--- src/core/i2m_pkg.sv ---
// constants, types and reset state of the two-wire bus master
// assumes one 125 MHz system clock and a plain register port
package i2m_pkg;

	// register offsets as printed; the port compares them directly
	localparam logic [15:0] ADR_RCV = 16'h0200;
	localparam logic [15:0] ADR_TRN = 16'h0202;
	localparam logic [15:0] ADR_BRG = 16'h0204;
	localparam logic [15:0] ADR_CON = 16'h0206;
	localparam logic [15:0] ADR_STA = 16'h0208;
	localparam logic [15:0] ADR_ADD = 16'h020A;

	localparam logic [7:0] RST_TRN = 8'hFF;
	localparam logic [15:0] RST_CON = 16'h1000;
	localparam logic [15:0] CON_MSK = 16'hBFFF;
	localparam logic [15:0] CON_WMSK = 16'hBFE0;
	localparam logic [15:0] REQ_MSK = 16'h001F;
	localparam logic [15:0] STA_MSK = 16'hC7FF;

	// control bits
	localparam int C_EN = 15;
	localparam int C_SIDL = 13;
	localparam int C_ACKDT = 5;
	localparam int C_ACKEN = 4;
	localparam int C_RXEN = 3;
	localparam int C_PEN = 2;
	localparam int C_RSEN = 1;
	localparam int C_SEN = 0;

	// status bits
	localparam int S_ACKST = 15;
	localparam int S_TRST = 14;
	localparam int S_BCL = 10;
	localparam int S_IWCOL = 7;
	localparam int S_P = 4;
	localparam int S_S = 3;
	localparam int S_RBF = 1;
	localparam int S_TBF = 0;

	// rates; one baud count lasts BRG_PRE system cycles
	localparam int CLK_HZ = 125_000_000;
	localparam int SCL_STD_HZ = 100_000;
	localparam int SCL_FAST_HZ = 400_000;
	localparam int SCL_MAX_HZ = 1_000_000;
	localparam int BRG_PRE = 2;
	localparam int RELOAD_MAX_RATE = CLK_HZ / (2 * SCL_MAX_HZ * BRG_PRE) - 1;
	localparam int RELOAD_STD_RATE = CLK_HZ / (2 * SCL_STD_HZ * BRG_PRE) - 1;
	localparam logic [0:0] PRE_TOP = 1'(BRG_PRE - 1);

	localparam logic [3:0] BIT_LAST = 4'h7;
	localparam logic [3:0] BIT_ACK = 4'h8;
	localparam logic [1:0] STEP_0 = 2'h0;
	localparam logic [1:0] STEP_1 = 2'h1;
	localparam logic [1:0] STEP_2 = 2'h2;

	typedef enum logic [2:0] {
		M_IDLE = 3'b000,
		M_START = 3'b001,
		M_RSTART = 3'b010,
		M_STOP = 3'b011,
		M_TX = 3'b100,
		M_RX = 3'b101,
		M_ACK = 3'b110
	} i2m_mode_t;

	typedef struct packed {
		logic [15:0] addr;
		logic [15:0] wdata;
		logic wr;
		logic rd;
	} i2m_bus_t;

	typedef struct packed {
		logic scl_out;
		logic scl_oe_n;
		logic sda_out;
		logic sda_oe_n;
	} i2m_pins_t;

	typedef struct packed {
		logic [7:0] rcv;
		logic [7:0] trn;
		logic [8:0] baud_generator;
		logic [15:0] con;
		logic [15:0] sta;
		logic [9:0] add;
		i2m_mode_t mode;
		logic [1:0] step;
		logic [3:0] bitn;
		logic [7:0] shf;
		logic [8:0] cnt;
		logic [0:0] pre;
		logic wait_hi;
		logic lost;
		logic scl_rel;
		logic sda_rel;
		logic [1:0] scl_sy;
		logic [1:0] sda_sy;
		logic sda_prv;
		logic mif;
		logic [15:0] rdata;
	} i2m_state_t;

	localparam i2m_state_t ST_RST = '{
		trn: RST_TRN,
		con: RST_CON,
		mode: M_IDLE,
		scl_rel: 1'b1,
		sda_rel: 1'b1,
		scl_sy: 2'h3,
		sda_sy: 2'h3,
		sda_prv: 1'b1,
		default: '0
	};

endpackage

--- src/core/i2m_master.sv ---
// two-wire bus master: start/stop, byte send and receive, baud counter
// assumes open-drain pads resolved outside, register port on clk_sys
//
// What this block does
// - receive starts only if set while idle
// - clock toggles per rollover, received data shifted in on rise, sent data on the low-going rollover
// - baud counter reloads, counts to zero, reloads on the rollover at zero
// - rates from 100 kHz up to 1 MHz
// - released clock pauses counter until seen high
// - lost one-bit flags collision, pulses flag, idles
// - collision halts send, clears buffer-full, releases lines
// - collision aborts conditions, clears request bits
// - after collision, bus stop pulses flag
// - new send always begins at first bit
// - sleep aborts any transfer in progress
// - cpu idle halts only with stop-in-idle set
// - unimplemented bits read as zero
// - send write sets buffer-full and starts counting
// - flag pulses after each completed master event
// - master makes clock, start and stop
// - acknowledge bit driven after received byte
//
// The strobed register port was decided locally.
`timescale 1ns/10ps

module i2m_master (
	input wire logic clk_sys,
	input wire logic rst,
	input wire i2m_pkg::i2m_bus_t bus,
	output logic [15:0] rd_data,
	input wire logic scl_in,
	input wire logic sda_in,
	output i2m_pkg::i2m_pins_t pins,
	output logic mif,
	input wire logic sleep_req,
	input wire logic cpu_idle
);

	// ************************************************************
	// state and derived terms
	// ************************************************************
	i2m_pkg::i2m_state_t st_reg;
	i2m_pkg::i2m_state_t st_next;
	logic scl_h;
	logic sda_h;
	logic halt;
	logic run;
	logic idle;
	logic rise;
	logic tick;
	logic chk;
	logic coll;

	function automatic logic is_wr(input i2m_pkg::i2m_bus_t b,
		input logic [15:0] a);
		is_wr = b.wr && (b.addr == a);
	endfunction

	assign scl_h = st_reg.scl_sy[1];
	assign sda_h = st_reg.sda_sy[1];
	assign halt = cpu_idle && st_reg.con[i2m_pkg::C_SIDL];
	assign run = st_reg.con[i2m_pkg::C_EN] && !halt &&
		(st_reg.mode != i2m_pkg::M_IDLE);
	assign idle = st_reg.con[i2m_pkg::C_EN] &&
		(st_reg.mode == i2m_pkg::M_IDLE) &&
		((st_reg.con & i2m_pkg::REQ_MSK) == 16'h0000) &&
		!st_reg.sta[i2m_pkg::S_TBF];
	// released clock seen high: reload point and data sample point
	assign rise = run && st_reg.wait_hi && scl_h;
	assign tick = run && !st_reg.wait_hi &&
		(st_reg.pre == i2m_pkg::PRE_TOP) && (st_reg.cnt == 9'h000);
	assign chk = (st_reg.mode == i2m_pkg::M_START) ||
		(st_reg.mode == i2m_pkg::M_RSTART) ||
		(st_reg.mode == i2m_pkg::M_STOP) ||
		(st_reg.mode == i2m_pkg::M_ACK) ||
		((st_reg.mode == i2m_pkg::M_TX) &&
		(st_reg.bitn != i2m_pkg::BIT_ACK));
	assign coll = tick && chk && scl_h && st_reg.sda_rel && !sda_h;

	// ************************************************************
	// next state
	// ************************************************************
	always_comb begin
		st_next = st_reg;
		st_next.mif = 1'b0;
		st_next.rdata = 16'h0000;
		st_next.scl_sy = {st_reg.scl_sy[0], scl_in};
		st_next.sda_sy = {st_reg.sda_sy[0], sda_in};
		st_next.sda_prv = sda_h;

		// bus monitor: start and stop seen from any master
		if (scl_h && st_reg.sda_prv && !sda_h) begin
			st_next.sta[i2m_pkg::S_S] = 1'b1;
			st_next.sta[i2m_pkg::S_P] = 1'b0;
		end
		if (scl_h && !st_reg.sda_prv && sda_h) begin
			st_next.sta[i2m_pkg::S_P] = 1'b1;
			st_next.sta[i2m_pkg::S_S] = 1'b0;
			if (st_reg.lost) begin
				st_next.lost = 1'b0;
				st_next.mif = 1'b1;
			end
		end

		// register reads; reading the receive buffer empties it
		if (bus.rd) begin
			case (bus.addr)
			i2m_pkg::ADR_RCV: begin
				st_next.rdata = {8'h00, st_reg.rcv};
				st_next.sta[i2m_pkg::S_RBF] = 1'b0;
			end
			i2m_pkg::ADR_TRN: st_next.rdata = {8'h00, st_reg.trn};
			i2m_pkg::ADR_BRG: st_next.rdata = {7'h00, st_reg.baud_generator};
			i2m_pkg::ADR_CON: st_next.rdata = st_reg.con & i2m_pkg::CON_MSK;
			i2m_pkg::ADR_STA: st_next.rdata = st_reg.sta & i2m_pkg::STA_MSK;
			i2m_pkg::ADR_ADD: st_next.rdata = {6'h00, st_reg.add};
			default: st_next.rdata = 16'h0000;
			endcase
		end

		// register writes
		if (is_wr(bus, i2m_pkg::ADR_TRN)) begin
			if (idle) begin
				st_next.trn = bus.wdata[7:0];
				st_next.shf = bus.wdata[7:0];
				st_next.sta[i2m_pkg::S_TBF] = 1'b1;
				st_next.sta[i2m_pkg::S_TRST] = 1'b1;
				st_next.mode = i2m_pkg::M_TX;
				st_next.bitn = 4'h0;
				st_next.sda_rel = bus.wdata[7];
				st_next.cnt = st_reg.baud_generator;
			end else begin
				st_next.sta[i2m_pkg::S_IWCOL] = 1'b1;
			end
		end
		if (is_wr(bus, i2m_pkg::ADR_BRG)) begin
			st_next.baud_generator = bus.wdata[8:0];
		end
		if (is_wr(bus, i2m_pkg::ADR_ADD)) begin
			st_next.add = bus.wdata[9:0];
		end
		if (is_wr(bus, i2m_pkg::ADR_STA)) begin
			st_next.sta[i2m_pkg::S_BCL] = st_reg.sta[i2m_pkg::S_BCL] &
				bus.wdata[i2m_pkg::S_BCL];
			st_next.sta[i2m_pkg::S_IWCOL] = st_reg.sta[i2m_pkg::S_IWCOL] &
				bus.wdata[i2m_pkg::S_IWCOL];
		end
		if (is_wr(bus, i2m_pkg::ADR_CON)) begin
			st_next.con = (bus.wdata & i2m_pkg::CON_WMSK) |
				(st_reg.con & i2m_pkg::REQ_MSK);
			// one request taken at a time, only when idle
			if (idle) begin
				st_next.cnt = st_reg.baud_generator;
				st_next.step = i2m_pkg::STEP_0;
				if (bus.wdata[i2m_pkg::C_SEN]) begin
					st_next.con[i2m_pkg::C_SEN] = 1'b1;
					st_next.mode = i2m_pkg::M_START;
					st_next.sda_rel = 1'b1;
					st_next.scl_rel = 1'b1;
					st_next.wait_hi = 1'b1;
				end else if (bus.wdata[i2m_pkg::C_RSEN]) begin
					st_next.con[i2m_pkg::C_RSEN] = 1'b1;
					st_next.mode = i2m_pkg::M_RSTART;
					st_next.sda_rel = 1'b1;
				end else if (bus.wdata[i2m_pkg::C_PEN]) begin
					st_next.con[i2m_pkg::C_PEN] = 1'b1;
					st_next.mode = i2m_pkg::M_STOP;
					st_next.sda_rel = 1'b0;
				end else if (bus.wdata[i2m_pkg::C_RXEN]) begin
					st_next.con[i2m_pkg::C_RXEN] = 1'b1;
					st_next.mode = i2m_pkg::M_RX;
					st_next.sda_rel = 1'b1;
					st_next.bitn = 4'h0;
				end else if (bus.wdata[i2m_pkg::C_ACKEN]) begin
					st_next.con[i2m_pkg::C_ACKEN] = 1'b1;
					st_next.mode = i2m_pkg::M_ACK;
					st_next.sda_rel = bus.wdata[i2m_pkg::C_ACKDT];
				end
			end
		end

		// ************************************************************
		// baud counter
		// ************************************************************
		if (run) begin
			st_next.pre = ~st_reg.pre;
		end
		if (rise) begin
			st_next.wait_hi = 1'b0;
			st_next.cnt = st_reg.baud_generator;
			if (st_reg.mode == i2m_pkg::M_RX) begin
				st_next.shf = {st_reg.shf[6:0], sda_h};
			end
			if ((st_reg.mode == i2m_pkg::M_TX) &&
				(st_reg.bitn == i2m_pkg::BIT_ACK)) begin
				st_next.sta[i2m_pkg::S_ACKST] = sda_h;
			end
		end
		if (run && !st_reg.wait_hi && (st_reg.pre == i2m_pkg::PRE_TOP) &&
			(st_reg.cnt != 9'h000)) begin
			st_next.cnt = st_reg.cnt - 9'h001;
		end

		// ************************************************************
		// sequencer, acting on each rollover
		// ************************************************************
		if (coll) begin
			st_next.sta[i2m_pkg::S_BCL] = 1'b1;
			st_next.mif = 1'b1;
			st_next.lost = 1'b1;
			st_next.mode = i2m_pkg::M_IDLE;
			st_next.step = i2m_pkg::STEP_0;
			st_next.scl_rel = 1'b1;
			st_next.sda_rel = 1'b1;
			st_next.wait_hi = 1'b0;
			st_next.sta[i2m_pkg::S_TBF] = 1'b0;
			st_next.sta[i2m_pkg::S_TRST] = 1'b0;
			st_next.con = st_reg.con & ~i2m_pkg::REQ_MSK;
		end else if (tick) begin
			st_next.cnt = st_reg.baud_generator;
			case (st_reg.mode)
			i2m_pkg::M_START: begin
				if (st_reg.step == i2m_pkg::STEP_0) begin
					st_next.sda_rel = 1'b0;
					st_next.step = i2m_pkg::STEP_1;
				end else begin
					st_next.scl_rel = 1'b0;
					st_next.con[i2m_pkg::C_SEN] = 1'b0;
					st_next.mode = i2m_pkg::M_IDLE;
					st_next.mif = 1'b1;
				end
			end
			i2m_pkg::M_RSTART: begin
				if (st_reg.step == i2m_pkg::STEP_0) begin
					st_next.scl_rel = 1'b1;
					st_next.wait_hi = 1'b1;
					st_next.step = i2m_pkg::STEP_1;
				end else if (st_reg.step == i2m_pkg::STEP_1) begin
					st_next.sda_rel = 1'b0;
					st_next.step = i2m_pkg::STEP_2;
				end else begin
					st_next.scl_rel = 1'b0;
					st_next.con[i2m_pkg::C_RSEN] = 1'b0;
					st_next.mode = i2m_pkg::M_IDLE;
					st_next.mif = 1'b1;
				end
			end
			i2m_pkg::M_STOP: begin
				if (st_reg.step == i2m_pkg::STEP_0) begin
					st_next.scl_rel = 1'b1;
					st_next.wait_hi = 1'b1;
					st_next.step = i2m_pkg::STEP_1;
				end else if (st_reg.step == i2m_pkg::STEP_1) begin
					st_next.sda_rel = 1'b1;
					st_next.step = i2m_pkg::STEP_2;
				end else begin
					st_next.con[i2m_pkg::C_PEN] = 1'b0;
					st_next.mode = i2m_pkg::M_IDLE;
					st_next.mif = 1'b1;
				end
			end
			default: begin
				if (!st_reg.scl_rel) begin
					st_next.scl_rel = 1'b1;
					st_next.wait_hi = 1'b1;
				end else begin
					st_next.scl_rel = 1'b0;
					case (st_reg.mode)
					i2m_pkg::M_TX: begin
						if (st_reg.bitn == i2m_pkg::BIT_ACK) begin
							st_next.sta[i2m_pkg::S_TBF] = 1'b0;
							st_next.sta[i2m_pkg::S_TRST] = 1'b0;
							st_next.mode = i2m_pkg::M_IDLE;
							st_next.mif = 1'b1;
						end else begin
							st_next.bitn = st_reg.bitn + 4'h1;
							st_next.shf = {st_reg.shf[6:0], 1'b0};
							st_next.sda_rel = (st_reg.bitn == i2m_pkg::BIT_LAST) ?
								1'b1 : st_reg.shf[6];
						end
					end
					i2m_pkg::M_RX: begin
						if (st_reg.bitn == i2m_pkg::BIT_LAST) begin
							st_next.rcv = st_reg.shf;
							st_next.sta[i2m_pkg::S_RBF] = 1'b1;
							st_next.con[i2m_pkg::C_RXEN] = 1'b0;
							st_next.mode = i2m_pkg::M_IDLE;
							st_next.mif = 1'b1;
						end else begin
							st_next.bitn = st_reg.bitn + 4'h1;
						end
					end
					default: begin
						st_next.con[i2m_pkg::C_ACKEN] = 1'b0;
						st_next.sda_rel = 1'b1;
						st_next.mode = i2m_pkg::M_IDLE;
						st_next.mif = 1'b1;
					end
					endcase
				end
			end
			endcase
		end

		// sleep or disable: abort and let go of the bus
		if (sleep_req || !st_reg.con[i2m_pkg::C_EN]) begin
			st_next.mode = i2m_pkg::M_IDLE;
			st_next.step = i2m_pkg::STEP_0;
			st_next.scl_rel = 1'b1;
			st_next.sda_rel = 1'b1;
			st_next.wait_hi = 1'b0;
			st_next.con = st_next.con & ~i2m_pkg::REQ_MSK;
			st_next.sta[i2m_pkg::S_TBF] = 1'b0;
			st_next.sta[i2m_pkg::S_TRST] = 1'b0;
		end
	end

	always_ff @(posedge clk_sys) begin
		if (rst) begin
			st_reg <= i2m_pkg::ST_RST;
		end else begin
			st_reg <= st_next;
		end
	end

	assign rd_data = st_reg.rdata;
	assign mif = st_reg.mif;
	assign pins = '{scl_out: 1'b0, scl_oe_n: st_reg.scl_rel,
		sda_out: 1'b0, sda_oe_n: st_reg.sda_rel};
endmodule

--- config.mk ---
export PLATFORM = sky130hd
export DESIGN_NAME = i2m_master
export DESIGN_NICKNAME = d
export VERILOG_FILES = /design/src/core/i2m_pkg.sv /design/src/core/i2m_master.sv
export SDC_FILE = /design/constraint.sdc
export NUM_CORES = 1
export LEC_CHECK = 0
export CAP_MARGIN = 20
export CORE_MARGIN = 2
export CORE_UTILIZATION = 40
export DETAILED_ROUTE_END_ITERATION = 8
export DONT_BUFFER_PORTS = 1
export MAX_ROUTING_LAYER = met4
export SYNTH_ARGS = -nofsm -noshare
export SYNTH_HDL_FRONTEND = slang
export SYNTH_SLANG_ARGS = --single-unit
export TNS_END_PERCENT = 5
--- constraint.sdc ---
create_clock -name clk_sys -period 3.35 [get_ports clk_sys]
set_clock_uncertainty 0.1 [all_clocks]
set_input_delay 0.67 -clock clk_sys [delete_from_list [all_inputs] [get_ports clk_sys]]
set_output_delay 0.67 -clock clk_sys [all_outputs]
set_load 0.02 [all_outputs]
* After elaboration in Yosys (flattened, before gate mapping)
Cells that the tools add are included.
** Cells by class
- Equal/unequal tests :: 17
- $add $sub $neg :: 2
- Mux-type cells :: 141
- Reductions and logical operators :: 58
- Bitwise gates (word level) :: 7
** Operators by type and width (number)
- 16-bit by 10-bit equality test with 1-bit output (second input constant) :: 6
- 16-bit one-hot mux with 6 select lines :: 1
- 1-bit 2-to-1 mux :: 78
- 21-bit 2-to-1 mux :: 3
- 9-bit 2-to-1 mux :: 5
- 3-bit 2-to-1 mux :: 14
- 12-bit 2-to-1 mux :: 3
- 2-bit 2-to-1 mux :: 14
- 1-bit logical AND :: 27
- 26-bit 2-to-1 mux :: 1
- 4-bit 2-to-1 mux :: 6
- 17-bit 2-to-1 mux :: 1
- 16-bit logical NOT :: 1
- 16-bit 2-to-1 mux :: 1
- 8-bit 2-to-1 mux :: 2
- 16-bit by 5-bit bitwise OR with 16-bit output :: 1
- 3-bit one-hot mux with 2 select lines :: 2
- 11-bit 2-to-1 mux :: 1
- 5-bit 2-to-1 mux :: 2
- 3-bit equality test (second input constant) :: 3
- 9-bit logical NOT :: 1
- 9-bit nonzero test :: 1
- 9-bit by 1-bit subtractor with 9-bit output (second input constant) :: 1
- 1-bit one-hot mux with 2 select lines :: 4
- 23 further kinds :: 46
** Word-level totals
- Output and inout bits :: 21
- Word-level logic and storage cells :: 253
- Register bits after elaboration :: 112
- Bits of input ports :: 40

* Depth between registers and ports, before layout
Gate-level depths: netlist of the first run.
- Depth in word-level cells :: 19
- Depth in mapped cells :: 10
- Depth with buffers taken out :: 8

* Worst setup path before layout of the first run
Ideal clock, no wire load.
- Path type :: input port to flip-flop
- From :: input port bus[30] (netlist bit)
- To :: register st_reg[37] (netlist bit)
- Library setup time :: 91 ps
- Buffers on the path :: 0
- Data required time :: 3159 ps
- Arrival time :: 2281 ps
- Stages :: 6
- Setup slack :: 878 ps
- Cells stage by stage :: nor4_1 > nand4_2 > nor2_2 > nor4b_4 > nand2_1 > a311oi_1
** On the way
- Word-level cells in the longest chain between the ends :: 11
** Ends and longest elaborated chain
- from (decl) :: RTL line i2m_master.sv:29 : input wire i2m_pkg::i2m_bus_t bus,
- 16-bit by 10-bit equality test with 1-bit output (*) :: RTL line i2m_master.sv:56 : is_wr = b.wr && (b.addr == a);
- 1-bit logical AND (*) :: RTL line i2m_master.sv:56
- 21-bit 2-to-1 mux (*) :: RTL line i2m_master.sv:122 : if (is_wr(bus, i2m_pkg::ADR_TRN)) begin
- 8-bit 2-to-1 mux :: RTL line i2m_master.sv:191 : if (st_reg.mode == i2m_pkg::M_RX) begin
- 17-bit 2-to-1 mux (*) :: RTL line i2m_master.sv:188 : if (rise) begin
- 12-bit 2-to-1 mux :: RTL line i2m_master.sv:270 : if (st_reg.bitn == i2m_pkg::BIT_ACK) begin
- 8-bit 2-to-1 mux :: RTL line i2m_master.sv:268 : case (st_reg.mode)
- 12-bit 2-to-1 mux :: RTL line i2m_master.sv:263 : if (!st_reg.scl_rel) begin
- 12-bit 2-to-1 mux :: RTL line i2m_master.sv:221 : case (st_reg.mode)
- 26-bit 2-to-1 mux :: RTL line i2m_master.sv:219 : end else if (tick) begin
- 21-bit 2-to-1 mux (*) :: RTL line i2m_master.sv:207 : if (coll) begin
- to (signal assigned) :: RTL line i2m_master.sv:320 : st_reg <= i2m_pkg::ST_RST;
- to (signal assigned) :: RTL line i2m_master.sv:322 : st_reg <= st_next;
- to (decl) :: RTL line i2m_master.sv:42 : i2m_pkg::i2m_state_t st_reg;
Every way passes the cells marked *; elsewhere a longest branch is shown, timed or not.
A chain may end at the register's enable or synchronous reset.

* Worst setup path in the final report of the first run
- From :: register st_reg[50] (netlist bit)
- To :: register st_reg[88] (netlist bit)
** On the way
- Word-level cells in the longest chain between the ends :: 10
- Elaborated cells between the ends (all ways) :: 20
- Those cells by class :: eq/ne: 5; mux: 1; reduce/logical: 14
** Ends and longest elaborated chain
- 3-bit by 1-bit equality test with 1-bit output (tied with other cells) :: RTL line i2m_master.sv:72 : assign chk = (st_reg.mode == i2m_pkg::M_START) ||
- 1-bit logical OR or 1-bit logical AND (tied branches) :: RTL line i2m_master.sv:72, i2m_master.sv:62
- 1-bit logical OR or 1-bit logical AND (tied branches) :: RTL line i2m_master.sv:73, i2m_master.sv:70
- 1-bit logical OR or 1-bit logical AND (tied branches) :: RTL line i2m_master.sv:74, i2m_master.sv:70
- 1-bit logical OR or 1-bit logical AND (tied branches) :: RTL line i2m_master.sv:75, i2m_master.sv:71
- 1-bit logical AND (*) (4 in a row) :: RTL line i2m_master.sv:78 : assign coll = tick && chk && scl_h && st_reg.sda_rel && !sda_h;
- 11-bit 2-to-1 mux (*) :: RTL line i2m_master.sv:207
Marked as above.

==> flow_summary.ini, run 1 <==
[synthesis]
synth_largest_area_cell = dfxtp_1
synthesis.area_sq_um = 5360
synth_edf_count = 0
synth_area_leaders = dfxtp_1 41%, mux2i_1 6.9%, a21oi_1 5.9%, nand2_1 5.9%, nor2_1 4.7%
synth_compound_area_share_pct = 16.6
synthMuxAreaShare_pct = 8.79
yosysUniqueCellTypes = 73
synth_top_area_share_pct = 41.4
synth-seq-cells = 111
synth_flop_cell = dfxtp_1
synth_top_family_by_area = simple AND/OR/NAND/NOR gates
synthAdderAreaFrac_pct = 0.700
ys_seq_area_share_pct = 41.4
synthCells = 632
postSynth.asyncResetShare_pct = 0
synthSimpleGateAreaFrac_pct = 25.7
yosysWarnings = 0
synthXorXnorAreaFrac_pct = 0.327
avgSynthCellArea_sq_um = 8.49

[grt]
grt.overflow.total = 0
grt.total_usage_pct = 21.6
grt_max_degree = 82
grt_first_pass_wirelength_um = 23300
grt_pass1_vias = 4308
antenna_found_initial = 0

[sta]
finalCritPeriodShare_pct = 84.4
fmax_mhz = 354
rsz0062_at_grt = no
slew_headroom_pct = 31.6
tightest_slew_ns = 1.02
setup_slack_ns = 0.522
period_minus_slack_ns = 2.83
final_hold_viol_count = 0
slew_viol_final = 0
fin_hold_ws_ns = 0.280
finalSetupViolCount = 0
setup_tns_ns = 0

[clock_tree]
root_buffer = clkbuf_16
clk_latency_ns = 0.36
cts_tree = built
cts_hold_buf = 0
clk_pin_slew_ns = 0.08
ctsResizeCount = 0
h-tree-depth = 3
cts_setup_buffers = 0
numCtsBuffers = 9
cts_sinks = 111
cts.path.max_buffers = 2

[finish]
nNetsFinal = 646
num_antenna_cells = 0
area_growth_pct = 6.27
largest_reg_flops = 88
drive_above_1_share_pct = 10.7
final_area_sq_um = 5700

[routing]
final_antenna_net_count = 0
wl_um = 14500
routedWlPerCell_um = 18.4
drtPass1Iterations = 7
detail_route.vias_per_cell = 5.73
drc = 0
vias = 4495
drt_iter0_drc = 351

[setup_path]
worstSetupEndpointType = register
cp.depth = 6
crit_chain = nor2_2, a21boi_0, a211oi_2, a211oi_2, nand2_1, a21oi_1
r2r-start = st_reg[50]
ff2ff_setup_slack_ns = 0.52
arrival_ns = 3.01
crit_required_ns = 3.54
slowest_delay_ns = 0.90
cp_max_fo = 12
crit_path_end = st_reg[88]
crit_start = st_reg[50]
cp-start-kind = register
crit_path_frequent_cell = a211oi_2
path_delay_family = compound AO/OA/AOI/OAI gates
cp.buffers_inverters = 0
r2r_end = st_reg[88]
crit_slowest_cell = a211oi_2
path_class = reg2reg
r2r.worst_path.cells = 6

[floorplan]
initial_core_util_pct = 40.7
die_y_um = 120
io_pins = 61
rows = 42
die_w_um = 120
design.core.area_sq_um = 13200
die-area_sq_um = 14400

[job]
maxCapViolCount = 0

[power_and_ir_drop]
power_density_nw_per_um2 = 447
ir_worst_vdd_v = 0.000297
power_leakage_uw = 0.00201
total_power_uw = 2550

[placement]
dp_hpwl_um = 10300
dp_slack_ns = 0.467
dpl-instance-area_sq_um = 5370
port_buffers = 0
place_congestion = 0.890

[min_path]
hold_class = in2reg

[status]
outcome = finished, final reports clean
[cells in the mapped netlist (5+ instances only)]
cell	n
a21oi_1	63
a311oi_1	9
a31oi_1	5
and3_1	8
buf_4	22
clkbuf_1	19
dfxtp_1	111
inv_1	15
mux2_2	9
mux2i_1	37
nand2_1	84
nand2b_1	5
nand3_1	20
nand4_1	5
nor2_1	67
nor2b_1	6
nor3_1	10
nor4_1	6
o21ai_0	15
o22ai_1	9
or2_2	9
or3_1	5
[power by group]
part | internal (uW) | total (uW) | switching (uW) | leakage [uW]
Combinational | 18.5 | 35.7 | 17.1 | 0.000957
Clock | 667 | 1190 | 522 | 0.000162
Sequential | 1320 | 1330 | 3.48 | 0.000895
Total | 2010 | 2550 | 543 | 0.00201
[logic make-up (layout without fill, tap and decap cells)]
logic type / after synthesis / in the layout
flops: 111 / 111
compound gates: 141 / 141
xor+xnor: 2 / 2
fa+ha+maj: 3 / 3
mux: 46 / 46
other cells: 1 / 2
simple gates: 263 / 263
buf+inv: 65 / 40
[how the worst min path moves through the flow]
stage,from,to,slack [ns],depth (start not counted)
finish,rst,st_reg[94],0.28,1
global route,rst,st_reg[78],0.26,1
CTS,rst,st_reg[94],0.27,1
detailed placement,st_next[21],scl_h,0.29,1
global placement,st_next[21],scl_h,0.29,1
floorplan,st_next[21],scl_h,0.29,1
[layer usage]
metal | GRT usage [%] | part of all wire [%] | vias to the layer above | wire, um
met5 | - | 0 | - | 0
met4 | 6.62 | 1.9 | 0 | 275
met3 | 6.89 | 8.2 | 14 | 1180
met2 | 32.5 | 45 | 164 | 6500
met1 | 27.7 | 45 | 2136 | 6510
li1 | - | - | 2181 | -
[layout make-up]
type                            count  area, sq um
Fill cell                        1310         7490
Multi-Input combinational cell    457         2810
Sequential cell                   111         2220
Clock buffer                        9          225
Tap cell                          176          220
Clock inverter                      7          103
Timing Repair Buffer                9         67.6
Inverter                           15         56.3
[layout by cell type, fill, tap and decap left out, types with 6 or more instances in the layout]
cell type  instances
dfxtp_1          111
nand2_1           84
nor2_1            67
a21oi_1           63
mux2i_1           37
nand3_1           20
inv_1             15
o21ai_0           15
nor3_1            10
mux2_2             9
a311oi_1           9
or2_2              9
o22ai_1            9
clkbuf_16          9
buf_4              9
and3_1             8
nor4_1             6
nor2b_1            6
[through the flow]
step / utilization (%) / cells
floorplan: - / 633
global placement: 40.7 / 768
finish: 43.2 / 784
global route: 43.2 / 784
detailed placement: 40.7 / 768
CTS: 43.2 / 784
[worst reg2reg max path: stages, from the launching register on]
cell	delay, ns
dfxtp_1	0.46
nor2_2	0.42
a21boi_0	0.35
a211oi_2	0.20
a211oi_2	0.90
nand2_1	0.15
a21oi_1	0.19
Power figures use the tool's default switching activity.
==> run 2: changes to the inputs <==
--- a/config.mk
+++ b/config.mk
@@ -5,6 +5,7 @@
 export SDC_FILE = /design/constraint.sdc
 export NUM_CORES = 1
 export LEC_CHECK = 0
+export ABC_AREA = 1
 export CAP_MARGIN = 20
 export CORE_MARGIN = 2
 export CORE_UTILIZATION = 40
==> constraint.sdc (replaced) <==
create_clock -name clk_sys -period 2.3 [get_ports clk_sys]
set_clock_uncertainty 0.1 [all_clocks]
set_input_delay 0.46 -clock clk_sys [delete_from_list [all_inputs] [get_ports clk_sys]]
set_output_delay 0.46 -clock clk_sys [all_outputs]
set_load 0.02 [all_outputs]
==> run 2 against run 1 <==
Against the previous run: core utilization increased by 0.78 points; sequential power increased by 45%; cell count increased by 21%; maximum frequency increased by 31%; synthesized area increased by 5.4%; critical path type unchanged; largest power group unchanged.
==> flow_summary.ini, run 2 <==
[status]
outcome = finished, final reports clean

[power_and_ir_drop]
p_sw_uw = 816
swShare_pct = 22.5
seq_power_share_pct = 53.1
ir_worst_vdd_v = 0.000500
p_int_uw = 2810
power_leakage_uw = 0.00233
combPwrFrac_pct = 2.4
p_clk_share_pct = 44.5
power_density_nw_per_um2 = 596

[finish]
nNetsFinal = 810
largest_reg_flops = 88
area_growth_pct = 7.61
drive_above_1_share_pct = 12.0
num_antenna_cells = 0
layout_common_cells = 114 x nand2_1, 111 x dfxtp_1, 103 x inv_1
layout_commonest_cell = nand2_1

[floorplan]
die_w_um = 123
die_y_um = 123
rows = 43
design.core.area_sq_um = 13800
die-area_sq_um = 15100
io_pins = 61
initial_core_util_pct = 40.9

[setup_path]
crit_required_ns = 2.43
cp.buffers_inverters = 2
r2r-start = st_reg[27]
worstSetupEndpointType = register
path_delay_family = simple AND/OR/NAND/NOR gates
cp_max_fo = 8
path_class = reg2reg
cp-start-kind = register
crit_slowest_cell = dfxtp_1
arrival_ns = 2.28
crit_chain = inv_1, ha_1, nand2_1, nor2_2, nand2_1, nor2_4, nand2_4, nor2_8, nor2_4, inv_1, nor3_1
slowest_delay_ns = 0.31
crit_start = st_reg[27]

[synthesis]
synthCells = 778
yosysUniqueCellTypes = 46
synth_area_leaders = dfxtp_1 39%, nand2_1 7.6%, inv_1 6.8%, a21oi_1 6.7%, o21ai_0 6.6%
yosysMostFrequentCell = nand2_1
synth_edf_count = 0
yosysWarnings = 0
synth-seq-cells = 111
yosys-top-cells-count = 114 x nand2_1, 111 x dfxtp_1, 103 x inv_1, 84 x nor2_1, 76 x a21oi_1
synth_top_area_share_pct = 39.3
synth_largest_area_cell = dfxtp_1
synth_flop_cell = dfxtp_1
postSynth.asyncResetShare_pct = 0
ys_seq_area_share_pct = 39.3
avgSynthCellArea_sq_um = 7.27
synthesis.area_sq_um = 5650

[sta]
setup_slack_ns = 0.147
finalSetupViolCount = 0
final_hold_viol_count = 0
slew_viol_final = 0
rsz0062_at_grt = no
period_minus_slack_ns = 2.15
setup_tns_ns = 0
fin_hold_ws_ns = 0.0595
finalCritPeriodShare_pct = 93.6
fmax_mhz = 465

[routing]
routedWlPerCell_um = 16.3
vias = 5072
final_antenna_net_count = 0
wl_um = 15500
drc = 0
detail_route.vias_per_cell = 5.33
drt_iter0_drc = 461
drtPass1Iterations = 5

[clock_tree]
clk_latency_ns = 0.36
ctsResizeCount = 0
cts_tree = built
cts_setup_buffers = 0
h-tree-depth = 3
cts.path.max_buffers = 2
cts_sinks = 111
cts_hold_buf = 0
root_buffer = clkbuf_16
clk_pin_slew_ns = 0.08
numCtsBuffers = 9

[grt]
grt_pass1_vias = 4732
grt_max_degree = 50
grt_first_pass_wirelength_um = 24600
grt.overflow.total = 0
grt.total_usage_pct = 22.0
antenna_found_initial = 0

[min_path]
min-delay-start = rst
hold_class = in2reg

[placement]
place_congestion = 0.915
port_buffers = 0
dp_hpwl_um = 11700
dp_slack_ns = 0.0957

[job]
maxCapViolCount = 0
[run 2: changes by cell type after synthesis, moves of 17 or more]
cell / delta
mux2i_1: -37
o21ai_0: +59
nand3_1: +28
nand2_1: +30
nor2_1: +17
inv_1: +88
[run 2: final timing paths]
| check | endpoint | slack [ns] | depth (start not counted) |
|---|---|---|---|
| max | st_reg[80] | 0.15 | 11 |
| min | st_reg[64] | 0.06 | 1 |
| max reg2reg | st_reg[80] | 0.15 | 11 |
| min reg2reg | sda_h | 0.31 | 1 |
[run 2: logic make-up (layout without fill, tap and decap cells)]
group / count (synthesis) / count (layout) / share of synthesized area, %
simple gates: 314 / 314 / 28.4
compound gates: 192 / 192 / 18.4
buf+inv: 153 / 146 / 12.6
flops: 111 / 111 / 39.3
xor+xnor: 4 / 4 / 0.620
fa+ha+maj: 3 / 3 / 0.664
other cells: 1 / 2 / 0.0663
[run 2: final cells by class]
class                           instances  area (sq um)
Fill cell                            1423          7740
Multi-Input combinational cell        515          2740
Sequential cell                       111          2220
Inverter                              113           435
Clock buffer                            9           225
Tap cell                              180           225
Timing Repair Buffer                   17           153
Clock inverter                          7          78.8
[run 2: layer usage]
metal	up-vias	part of all wire, %	track usage [%]
met5	-	0	-
met4	0	1.7	5.82
met3	16	7.6	5.72
met2	197	47	34.4
met1	2345	44	28.3
li1	2514	-	-
[run 2: metrics by stage]
stage	instance area (sq um)	util, %	total power, uW	cells
finish	6080	44.0	3630	952
global route	6080	44.0	3750	952
CTS	6060	43.9	3660	952
detailed placement	5760	41.7	2060	936
global placement	5760	41.7	2060	936
floorplan	5660	-	2040	779
[run 2: power by group through the flow]
| stage | Clock, uW | Combinational (uW) | Sequential, uW |
|---|---|---|---|
| final | 1610 | 86.3 | 1930 |
| after global routing | 1720 | 99.0 | 1930 |
| after CTS | 1650 | 85.7 | 1930 |
| after detailed placement | 0 | 85.2 | 1970 |
| after global placement | 0 | 83.7 | 1970 |
| after floorplan | 0 | 68.8 | 1970 |
==> run 3: changes to the inputs <==
--- a/config.mk
+++ b/config.mk
@@ -12,6 +12,7 @@
 export DETAILED_ROUTE_END_ITERATION = 8
 export DONT_BUFFER_PORTS = 1
 export MAX_ROUTING_LAYER = met4
+export PLACE_DENSITY_LB_ADDON = 0.05
 export SYNTH_ARGS = -nofsm -noshare
 export SYNTH_HDL_FRONTEND = slang
 export SYNTH_SLANG_ARGS = --single-unit
==> run 3 against run 2 <==
Against the previous run: via count is 1.9% lower; total power shrank 0.19%; die area stayed put; sequential share of layout area is essentially flat; non-clock buffer count fell by 2; register-to-register slack better by 0.03 ns; sequential cell count stayed put; cell count fell by 0.21%; core utilization barely moved; routed wire length up 4.3%; critical endpoint unchanged.
==> flow_summary.ini, run 3 (synthesis gave the netlist of run 2 again) <==
[setup_path]
r2r.worst_path.cells = 10
path_class = reg2reg
crit_path_end = st_reg[80]
ff2ff_setup_slack_ns = 0.18
r2r-start = st_reg[44]
cp_max_fo = 7
crit_start = st_reg[44]
crit_required_ns = 2.43
worstSetupEndpointType = register
arrival_ns = 2.25
r2r_end = st_reg[80]
cp-start-kind = register

[clock_tree]
ctsResizeCount = 0
cts_hold_buf = 0
h-tree-depth = 3
clk_pin_slew_ns = 0.07
clk_latency_ns = 0.36
cts_sinks = 111
numCtsBuffers = 9
cts_setup_buffers = 0
root_buffer = clkbuf_16
cts.path.max_buffers = 2
cts_tree = built

[sta]
finalSetupViolCount = 0
final_hold_viol_count = 0
period_minus_slack_ns = 2.12
slew_viol_final = 0
setup_tns_ns = 0
finalCritPeriodShare_pct = 92.3
fmax_mhz = 471
rsz0062_at_grt = yes

[placement]
port_buffers = 0
placed_cells = 934
dp_hpwl_um = 11900
dpl-instance-area_sq_um = 5760
place_congestion = 0.895

[routing]
vias = 4974
final_antenna_net_count = 0
drt_iter0_drc = 490
met3WireLength_um = 991
routedWlPerCell_um = 17.0
drtPass1Iterations = 5
drc = 0
wl_um = 16100
detail_route.vias_per_cell = 5.24
top_layer = met4
dr_wl_met2_um = 7250
m1WireLength_um = 7540

[grt]
grt_pass1_vias = 4634
grt_max_degree = 62
grt.overflow.total = 0
grt_first_pass_wirelength_um = 25500
antenna_found_initial = 0
grt.total_usage_pct = 23.1

[power_and_ir_drop]
power_leakage_uw = 0.00232
power_density_nw_per_um2 = 595
total_power_uw = 3620
ir_worst_vdd_v = 0.000382

[floorplan]
initial_core_util_pct = 40.9
rows = 43
io_pins = 61
die-area_sq_um = 15100
die_y_um = 123
die_w_um = 123
design.core.area_sq_um = 13800

[finish]
nNetsFinal = 808
layout_commonest_cell = nand2_1
num_antenna_cells = 0
final-instance-count-excl-fill = 950
layout_common_cells = 113 x nand2_1, 111 x dfxtp_1, 103 x inv_1
fin_util_pct = 44.0
final_area_sq_um = 6080
drive_above_1_share_pct = 11.7
largest_reg_flops = 88
area_growth_pct = 7.59

[min_path]
hold_class = in2reg

[status]
outcome = finished, final reports clean

[job]
maxCapViolCount = 0
[run 3: cell count changes in the layout (fill, tap and decap cells not counted)]
cell / before / now
clkbuf_8: 0 / 1
buf_4: 15 / 12
clkbuf_1: 0 / 2
clkinv_2: 2 / 1
nand2_1: 114 / 113
inv_6: 2 / 1
nand2_2: 3 / 4
clkinv_4: 2 / 1
buf_12: 2 / 3
[run 3: layout make-up]
type                       count  area, sq um
clock buffer                  12          246
clock inverter                 4         53.8
fill                        1425         7740
inverter                     113          438
multi-input combinational    515         2750
sequential                   111         2220
tap                          180          225
timing repair buffer          15          150
[run 3: worst min-delay path by stage]
stage	start	end	slack, ns	cells past startpoint
finish	rst	st_reg[45]	0.07	1
global route	rst	st_reg[66]	0.05	1
CTS	rst	st_reg[67]	0.05	1
detailed placement	st_next[21]	scl_h	0.29	1
global placement	st_next[21]	scl_h	0.29	1
floorplan	st_next[21]	scl_h	0.29	1
[run 3: layer usage]
metal  GRT usage (%)  vias to the layer above
met5               -                        -
met3            5.72                       21
met2            35.0                      151
met1            30.3                     2297
met4            7.33                        0
li1                -                     2505
[run 3: through the flow]
stage / hold slack (ns) / worst slack (ns)
finish: 0.0658 / 0.178
CTS: 0.0493 / 0.103
global route: 0.0464 / -0.00559
floorplan: 0.289 / 0.456
global placement: 0.294 / 0.109
detailed placement: 0.294 / 0.104
[run 3: where the power goes]
group	leakage, uW	total (uW)	switching (uW)	internal (uW)
Sequential	0.000895	1930	2.45	1920
Clock	0.000139	1610	729	880
Combinational	0.00128	83.3	59.0	24.3
Total	0.00232	3620	791	2830
[run 3: critical path, stage by stage, from the launching register on]
cell and delay [ns]:
dfxtp_1 0.39, inv_1 0.08, ha_1 0.20, nand3_1 0.12, nand3_2 0.12, o21ai_1 0.18
nand3_4 0.20, nor2_8 0.23, nor2_4 0.08, inv_1 0.21, nor3_1 0.09
